### config.mk
export PLATFORM = sky130hd
export DESIGN_NAME = tuner_serial_port
export DESIGN_NICKNAME = d
export VERILOG_FILES = /design/src/rtl/tuner_serial_pkg.sv /design/src/rtl/tuner_serial_port.sv /design/src/rtl/line_edge_sampler.sv
export SDC_FILE = /design/constraint.sdc
export NUM_CORES = 1
export LEC_CHECK = 0
export ABC_AREA = 1
export BUFFER_PORTS_ARGS = -buffer_cell sky130_fd_sc_hd__buf_2
export CAP_MARGIN = 25
export CORE_UTILIZATION = 40
export DETAILED_ROUTE_END_ITERATION = 6
export PLACE_DENSITY = 0.6
export SYNTH_ARGS = -nofsm -noshare
export SYNTH_HDL_FRONTEND = slang
export SYNTH_SLANG_ARGS = --single-unit
### constraint.sdc
create_clock -name i_core_clk -period 2.3 [get_ports i_core_clk]
set_input_delay 0.46 -clock i_core_clk [delete_from_list [all_inputs] [get_ports i_core_clk]]
set_output_delay 0.46 -clock i_core_clk [all_outputs]
set_load 0.03 [all_outputs]
### src/rtl/tuner_serial_pkg.sv
// constants and types shared by the tuner synthesizer serial programming port
package tuner_serial_pkg;
  // sampled line indices
  localparam int LINE_COUNT = 3;
  localparam int LINE_CLK = 0;
  localparam int LINE_DATA = 1;
  localparam int LINE_ENABLE = 2;
  // two-wire address: fixed prefix, two selectable bits, read/write bit
  localparam logic [4:0] ADDR_PREFIX = 5'h18;
  localparam int BYTE_BITS = 8;
  localparam logic [3:0] BYTE_DONE = 4'h8;
  // byte field positions
  localparam int BYTE_KIND_BIT = 7;
  localparam int CTRL_CP_BIT = 6;
  localparam int CTRL_RSB_BIT = 1;
  localparam int BAND_LOW_SUB_BIT = 0;
  localparam int BAND_HIGH_SUB_BIT = 1;
  localparam int BAND_HIGH_BIT = 2;
  localparam int BAND_TRAP_BIT = 3;
  // values after reset; control keeps the ratio select bit at one
  localparam logic [14:0] DIVIDER_RST = 15'h0000;
  localparam logic [7:0] CONTROL_RST = 8'h82;
  localparam logic [7:0] BAND_RST = 8'h00;
  // 3-wire transfer lengths and field layout
  localparam logic [4:0] TW_LEN_SHORT = 5'h12;
  localparam logic [4:0] TW_LEN_MID = 5'h13;
  localparam logic [4:0] TW_LEN_LONG = 5'h1B;
  localparam logic [4:0] TW_CNT_MAX = 5'h1F;
  localparam int TW_PORT_BITS = 4;
  // two-wire slave states, gray coded along the usual path
  typedef enum logic [2:0] {
    ST_IDLE = 3'h0,
    ST_ADDR = 3'h1,
    ST_ADDR_ACK = 3'h3,
    ST_WR_BYTE = 3'h2,
    ST_WR_ACK = 3'h6,
    ST_RD_BYTE = 3'h7,
    ST_RD_ACK = 3'h5
  } tw_state_t;
endpackage

### src/rtl/tuner_serial_port.sv
// tuner synthesizer serial programming port, two-wire and 3-wire modes
`timescale 1ns/1ps
`default_nettype none
module tuner_serial_port
  import tuner_serial_pkg::*;
(
  input wire logic i_core_clk,
  input wire logic i_rst_n,
  input wire logic i_bus_mode_select_pin,
  input wire logic [1:0] i_address_select,
  input wire logic i_enable_address_select_pin,
  input wire logic i_serial_clk,
  input wire logic i_serial_data,
  input wire logic [7:0] i_status_byte,
  output logic o_serial_data_out,
  output logic o_serial_data_oe,
  output logic [14:0] o_divider_ratio,
  output logic [7:0] o_control_byte,
  output logic [7:0] o_band_switch_byte,
  output logic o_reference_ratio_select_bit,
  output logic o_charge_pump_current,
  output logic o_high_band_port,
  output logic o_low_sub_band_port,
  output logic o_high_sub_band_port,
  output logic o_sound_trap_port,
  output logic o_update_pulse
);
  typedef struct packed {
    tw_state_t st;
    logic [3:0] bitcnt;
    logic [7:0] shreg;
    logic rd;
    logic pair_open;
    logic pair_ctrl;
    logic master_ack;
    logic [6:0] div_hi;
    logic [14:0] divider;
    logic [7:0] control;
    logic [7:0] band;
    logic sda_oe;
    logic update;
    logic mode_prev;
    logic [26:0] tw_shift;
    logic [4:0] tw_cnt;
  } port_state_t;

  port_state_t q;
  port_state_t d;

  logic [LINE_COUNT-1:0] line_prev;
  logic [LINE_COUNT-1:0] line_rise;
  logic [LINE_COUNT-1:0] line_fall;
  logic start_seen;
  logic stop_seen;
  logic addr_match;

  // edges of clock, data and enable lines
  line_edge_sampler u_sampler (
    .i_core_clk(i_core_clk),
    .i_rst_n(i_rst_n),
    .i_lines({i_enable_address_select_pin, i_serial_data, i_serial_clk}),
    .o_prev(line_prev),
    .o_rise(line_rise),
    .o_fall(line_fall)
  );

  // bus conditions while the clock line is high
  assign start_seen = line_fall[LINE_DATA] & i_serial_clk & line_prev[LINE_CLK];
  assign stop_seen = line_rise[LINE_DATA] & i_serial_clk & line_prev[LINE_CLK];
  // address prefix plus the level-selected bits
  assign addr_match = (q.shreg[7:3] == ADDR_PREFIX) &&
                      (q.shreg[2:1] == i_address_select);

  // next-state logic for both bus modes
  always_comb begin
    d = q;
    d.update = 1'b0;
    d.mode_prev = i_bus_mode_select_pin;
    if (i_bus_mode_select_pin != q.mode_prev) begin
      // mode change abandons any transfer in progress
      d.st = ST_IDLE;
      d.sda_oe = 1'b0;
      d.tw_cnt = '0;
    end else if (i_bus_mode_select_pin) begin
      if (start_seen) begin
        d.st = ST_ADDR;
        d.bitcnt = '0;
        d.sda_oe = 1'b0;
        d.pair_open = 1'b0;
      end else if (stop_seen) begin
        d.st = ST_IDLE;
        d.sda_oe = 1'b0;
      end else begin
        case (q.st)
          ST_IDLE: begin
            d.sda_oe = 1'b0;
          end
          ST_ADDR, ST_WR_BYTE: begin
            if (line_rise[LINE_CLK] && q.bitcnt != BYTE_DONE) begin
              d.shreg = {q.shreg[6:0], i_serial_data};
              d.bitcnt = q.bitcnt + 4'h1;
            end else if (line_fall[LINE_CLK] && q.bitcnt == BYTE_DONE) begin
              d.bitcnt = '0;
              if (q.st == ST_ADDR) begin
                if (addr_match) begin
                  d.st = ST_ADDR_ACK;
                  d.sda_oe = 1'b1;
                  d.rd = q.shreg[0];
                end else begin
                  d.st = ST_IDLE;
                end
              end else begin
                // every written byte is acknowledged
                d.st = ST_WR_ACK;
                d.sda_oe = 1'b1;
                if (!q.pair_open) begin
                  // first byte of a pair: kind bit picks control or divider
                  d.pair_open = 1'b1;
                  d.pair_ctrl = q.shreg[BYTE_KIND_BIT];
                  if (q.shreg[BYTE_KIND_BIT]) begin
                    d.control = q.shreg;
                  end else begin
                    d.div_hi = q.shreg[6:0];
                  end
                end else begin
                  d.pair_open = 1'b0;
                  d.update = 1'b1;
                  if (q.pair_ctrl) begin
                    d.band = q.shreg;
                  end else begin
                    d.divider = {q.div_hi, q.shreg};
                  end
                end
              end
            end
          end
          ST_ADDR_ACK: begin
            if (line_fall[LINE_CLK]) begin
              if (q.rd) begin
                d.st = ST_RD_BYTE;
                d.shreg = i_status_byte;
                d.sda_oe = ~i_status_byte[7];
              end else begin
                d.st = ST_WR_BYTE;
                d.sda_oe = 1'b0;
              end
            end
          end
          ST_WR_ACK: begin
            if (line_fall[LINE_CLK]) begin
              d.st = ST_WR_BYTE;
              d.sda_oe = 1'b0;
            end
          end
          ST_RD_BYTE: begin
            if (line_rise[LINE_CLK] && q.bitcnt != BYTE_DONE) begin
              d.bitcnt = q.bitcnt + 4'h1;
            end else if (line_fall[LINE_CLK]) begin
              if (q.bitcnt == BYTE_DONE) begin
                d.st = ST_RD_ACK;
                d.sda_oe = 1'b0;
                d.bitcnt = '0;
              end else begin
                d.shreg = {q.shreg[6:0], 1'b0};
                d.sda_oe = ~q.shreg[6];
              end
            end
          end
          ST_RD_ACK: begin
            if (line_rise[LINE_CLK]) begin
              d.master_ack = ~i_serial_data;
            end else if (line_fall[LINE_CLK]) begin
              if (q.master_ack) begin
                // acknowledged: send the status byte again
                d.st = ST_RD_BYTE;
                d.shreg = i_status_byte;
                d.sda_oe = ~i_status_byte[7];
              end else begin
                d.st = ST_IDLE;
                d.sda_oe = 1'b0;
              end
            end
          end
          default: begin
            d.st = ST_IDLE;
            d.sda_oe = 1'b0;
          end
        endcase
      end
    end else begin
      // 3-wire mode: shift while enabled, decode on release
      d.st = ST_IDLE;
      d.sda_oe = 1'b0;
      if (line_rise[LINE_ENABLE]) begin
        d.tw_cnt = '0;
      end else if (i_enable_address_select_pin && line_rise[LINE_CLK]) begin
        d.tw_shift = {q.tw_shift[25:0], i_serial_data};
        if (q.tw_cnt != TW_CNT_MAX) begin
          d.tw_cnt = q.tw_cnt + 5'h01;
        end
      end else if (line_fall[LINE_ENABLE]) begin
        case (q.tw_cnt)
          TW_LEN_SHORT: begin
            // control byte untouched: ratio bit and current kept
            d.band[TW_PORT_BITS-1:0] = q.tw_shift[17:14];
            d.divider = {1'b0, q.tw_shift[13:0]};
            d.update = 1'b1;
          end
          TW_LEN_MID: begin
            d.band[TW_PORT_BITS-1:0] = q.tw_shift[18:15];
            d.divider = q.tw_shift[14:0];
            d.update = 1'b1;
          end
          TW_LEN_LONG: begin
            d.band[TW_PORT_BITS-1:0] = q.tw_shift[26:23];
            d.divider = q.tw_shift[22:8];
            d.control = q.tw_shift[7:0];
            d.update = 1'b1;
          end
          default: begin
            d.update = 1'b0;
          end
        endcase
      end
    end
  end

  // state register
  always_ff @(posedge i_core_clk) begin
    if (!i_rst_n) begin
      q <= '0;
      q.st <= ST_IDLE;
      q.divider <= DIVIDER_RST;
      q.control <= CONTROL_RST;
      q.band <= BAND_RST;
      q.mode_prev <= 1'b0;
    end else begin
      q <= d;
    end
  end

  // outputs straight from state flip-flops
  assign o_serial_data_out = q.update & 1'b0;
  assign o_serial_data_oe = q.sda_oe;
  assign o_divider_ratio = q.divider;
  assign o_control_byte = q.control;
  assign o_band_switch_byte = q.band;
  assign o_reference_ratio_select_bit = q.control[CTRL_RSB_BIT];
  assign o_charge_pump_current = q.control[CTRL_CP_BIT];
  assign o_high_band_port = q.band[BAND_HIGH_BIT];
  assign o_low_sub_band_port = q.band[BAND_LOW_SUB_BIT];
  assign o_high_sub_band_port = q.band[BAND_HIGH_SUB_BIT];
  assign o_sound_trap_port = q.band[BAND_TRAP_BIT];
  assign o_update_pulse = q.update;
endmodule
`default_nettype wire

### src/rtl/line_edge_sampler.sv
// edge detection for the serial port input lines
`timescale 1ns/1ps
`default_nettype none
module line_edge_sampler
  import tuner_serial_pkg::*;
(
  input wire logic i_core_clk,
  input wire logic i_rst_n,
  input wire logic [LINE_COUNT-1:0] i_lines,
  output logic [LINE_COUNT-1:0] o_prev,
  output logic [LINE_COUNT-1:0] o_rise,
  output logic [LINE_COUNT-1:0] o_fall
);
  typedef struct packed {
    logic [LINE_COUNT-1:0] prev;
  } sampler_state_t;

  sampler_state_t state_reg;
  sampler_state_t state_next;

  // next state is simply the current line levels
  always_comb begin
    state_next = state_reg;
    state_next.prev = i_lines;
  end

  always_ff @(posedge i_core_clk) begin
    if (!i_rst_n) begin
      // start from the present levels so that no false edge follows reset
      state_reg <= state_next;
    end else begin
      state_reg <= state_next;
    end
  end

  assign o_prev = state_reg.prev;

  // one edge detector per line
  genvar gi;
  generate
    for (gi = 0; gi < LINE_COUNT; gi++) begin : g_edge
      assign o_rise[gi] = i_lines[gi] & ~state_reg.prev[gi];
      assign o_fall[gi] = ~i_lines[gi] & state_reg.prev[gi];
    end
  endgenerate
endmodule
`default_nettype wire

==> impl_metrics.env <==
export IMPL_status="completed"
export IMPL_synth_compound_area_share_pct=18.1
export IMPL_wl_per_cell_um=13.9
export IMPL_postSynthNetCount=806
export IMPL_holdCritStartpoint="i_enable_address_select_pin"
export IMPL_grt_remaining_overflow=0
export IMPL_postSynthAreaPerCell_um2=6.70
export IMPL_clk_pin_slew_ps=70
export IMPL_post_dp_hpwl_um=9990
export IMPL_pin_count=56
export IMPL_vias=4950
export IMPL_yosys_area_share_simple_pct=31.0
export IMPL_grt_start_max_net_pins=66
export IMPL_holdPathStages=1
export IMPL_period_minus_slack_ps=2020
export IMPL_ctsHtreeMaxLevel=3
export IMPL_diodes=0
export IMPL_slowest_stage="nor2_4"
export IMPL_routed_via_density=5.06
export IMPL_synth_top_family_by_area="simple AND/OR/NAND/NOR gates"
export IMPL_synth_xor_area_share_pct=0.167
export IMPL_area_growth_pct=10.0
export IMPL_min_path_type="in2reg"
export IMPL_clock_path_buffers=2
export IMPL_hold_end="u_sampler.o_prev[2]"
export IMPL_pre_cts_ws_ps=76.7
export IMPL_crit_fanout=17
export IMPL_finalHoldViolations=0
export IMPL_synthAdderAreaFrac_pct=1.43
export IMPL_antenna_found_initial=0
export IMPL_fin_nets=824
export IMPL_internal_power_mw=2.66
export IMPL_drt_total_wl_um=13600
export IMPL_fmax_mhz=494
export IMPL_switching_share_pct=25.7
export IMPL_clk_insertion_delay_late_ps=350
export IMPL_ir_drop_v=0.000348
export IMPL_dr_pass1_iters=5
export IMPL_grt_pass1_vias=4545
export IMPL_setup_ws_ps=277
export IMPL_route_detailed_drc=0
export IMPL_cts_setup_buffers=0
export IMPL_synthCells=784
export IMPL_start_util_pct=41.3
export IMPL_setup_violations=0
export IMPL_dieWidth_um=117
export IMPL_worstSetupEndpointType="flop"
export IMPL_drtAntennaViolNets=0
export IMPL_rrSetupSlack_ps=280
export IMPL_yosysWarnings=0
export IMPL_cts_root_buffer="clkbuf_16"
export IMPL_yosysSeqAreaShare_pct=36.2
export IMPL_cp_num_buf_inv=2
export IMPL_seqPwrFrac_pct=47.4
export IMPL_postCtsHoldBufs=0
export IMPL_tritoncts="built"
export IMPL_critPathLaunchType="flop"
export IMPL_drt_iter0_drc=353
export IMPL_cts_resized=0
export IMPL_grtUsageTotal_pct=21.2
export IMPL_worstReg2RegStart="q[85]"
export IMPL_p_clk_share_pct=42.8
export IMPL_design_die_area_mm2=0.0136
export IMPL_power_density_mw_per_mm2=619
export IMPL_ys_seq_elements=95
export IMPL_die_h_um=117
export IMPL_cp_data_required_time_ps=2590
export IMPL_clock_skew_final_ps=7.36
export IMPL_muxShareOfSynthArea_pct=0
export IMPL_p_switching_mw=0.920
export IMPL_finalSetupTns_ps=0
export IMPL_arrival_ps=2320
export IMPL_cts_sinks=95
export IMPL_cp_slowest_stage_delay_ps=360
export IMPL_fin_util_pct=45.4
export IMPL_post_route_period_util_pct=88.0
export IMPL_combPwrFrac_pct=9.8
export IMPL_crit_top_cell="nor2_1"
export IMPL_holdWs_ps=259
export IMPL_path_cells="inv_1 > ha_1 > nand2_1 > nor2_1 > nand2_2 > o21ai_2 > o21ai_2 > nor2_4 > buf_4 > nor2_1 > nor2_1"
export IMPL_synth_cell_types=38
export IMPL_io_buffers=54
export IMPL_grt_pass1_wl_um=22000
export IMPL_slew_viol_final=0
export IMPL_reg2reg_to="o_divider_ratio[1]"
export IMPL_path_delay_family="simple AND/OR/NAND/NOR gates"
export IMPL_max_cap_viol_count=0
export IMPL_numCtsBuffers=9
export IMPL_design_core_area_mm2=0.0127
export IMPL_drive_gt1_share_pct=16.1
export IMPL_gp_congestion=0.890
export IMPL_rsz0062_at_grt="false"
export IMPL_cellLeakagePower_nw=2.45
export IMPL_r2r_cells=11
export IMPL_rows=41
export IMPL_synth_area_mm2=0.00526
export IMPL_critical_path_class="reg2reg"
-- worst max-delay path by stage --
stage	startpoint	depth (start not counted)	end
6_report	q[85]	11	o_divider_ratio[1]
5_1_grt	q[0]	10	o_divider_ratio[1]
4_1_cts	q[85]	9	o_control_byte[1]
3_5_place_dp	i_bus_mode_select_pin	9	o_control_byte[1]
3_3_place_gp	i_bus_mode_select_pin	9	o_control_byte[2]
2_1_floorplan	i_bus_mode_select_pin	10	q[86]
-- sequential cells by signal, summed over array words and instances, names as in the netlist --
signal / count
q: 59
o_divider_ratio: 15
o_band_switch_byte: 8
o_control_byte: 8
u_sampler.o_prev: 3
o_serial_data_oe: 1
o_update_pulse: 1
-- cells in the mapped netlist (all sizes together) --
cell type  count  area share, %
inv           79            5.7
o31ai          1           0.14
clkbuf        15            1.1
o22ai          3           0.36
or2            2           0.24
o21a           3           0.43
dfxtp         95             36
clkinv         1          0.071
xor2           1           0.17
nand2        143             11
nand3         57            5.9
nand3b         2           0.29
conb           1          0.071
a21oi         74            7.5
o21ai         98            9.5
nor3           9           0.86
nor2         138             11
o21bai         1           0.14
nand4         10            1.6
buf           45            6.2
ha             6            1.4
-- cells by family after synthesis --
kind of cell / count (synthesis)
XOR/XNOR: 1
AND/OR/NAND/NOR: 361
buffers and inverters: 140
other: 1
flip-flops: 95
adder cells (fa/ha/maj): 6
AO/OA/AOI/OAI: 180
-- placed cells by master, fill, tap and decap left out, drive strengths merged --
cell and instances:
o21bai 1, or2 2, nand3 57, inv 80
clkbuf 12, ha 6, bufinv 1, o21a 3
nor2 138, nand2 143, clkinvlp 2, nand4 10
buf 67, clkinv 1, nand3b 2, conb 1
dfxtp 95, o22ai 3, xor2 1, nor3 9
o31ai 1, a21oi 74, o21ai 98
-- worst reg2reg max path: stages, from the launching register on --
cell and delay (ps):
dfxtp_1 340, inv_1 80, ha_1 200, nand2_1 60, nor2_1 190, nand2_2 110, o21ai_2 150, o21ai_2 130
nor2_4 360, buf_4 230, nor2_1 40, nor2_1 90
-- final cells by class --
| cell class | instances | area [um2] |
|---|---|---|
| timing repair buffer | 67 | 393 |
| multi-input combinational | 549 | 2670 |
| clock buffer | 12 | 246 |
| clock inverter | 4 | 53.8 |
| inverter | 80 | 305 |
| sequential | 95 | 1900 |
| fill | 1361 | 6940 |
| tap | 172 | 215 |
-- layer usage --
metal | global-route usage, % | vias to the layer above | part of all wire, %
met5 | 0 | - | 0
met2 | 34.5 | 126 | 48
met3 | 5.19 | 10 | 5.2
li1 | - | 2548 | -
met1 | 27.4 | 2266 | 46
met4 | 7.09 | 0 | 1.2
-- power by group through the flow --
| stage | Sequential, mW | Clock, mW | Combinational [mW] |
|---|---|---|---|
| 3_5_place_dp | 1.74 | 0 | 0.351 |
| 3_3_place_gp | 1.73 | 0 | 0.346 |
| 2_1_floorplan | 1.74 | 0 | 0.270 |
| 4_1_cts | 1.70 | 1.57 | 0.352 |
| 6_report | 1.70 | 1.53 | 0.352 |
| 5_1_grt | 1.70 | 1.64 | 0.391 |
-- stage by stage --
step / cell area, um2 / power (mW) / cells
floorplan: 5260 / 2.01 / 784
global placement: 5480 / 2.08 / 963
detailed placement: 5480 / 2.09 / 963
CTS: 5780 / 3.62 / 979
global route: 5780 / 3.73 / 979
finish: 5780 / 3.58 / 979
No activity file was read; power rests on OpenSTA's default activity.
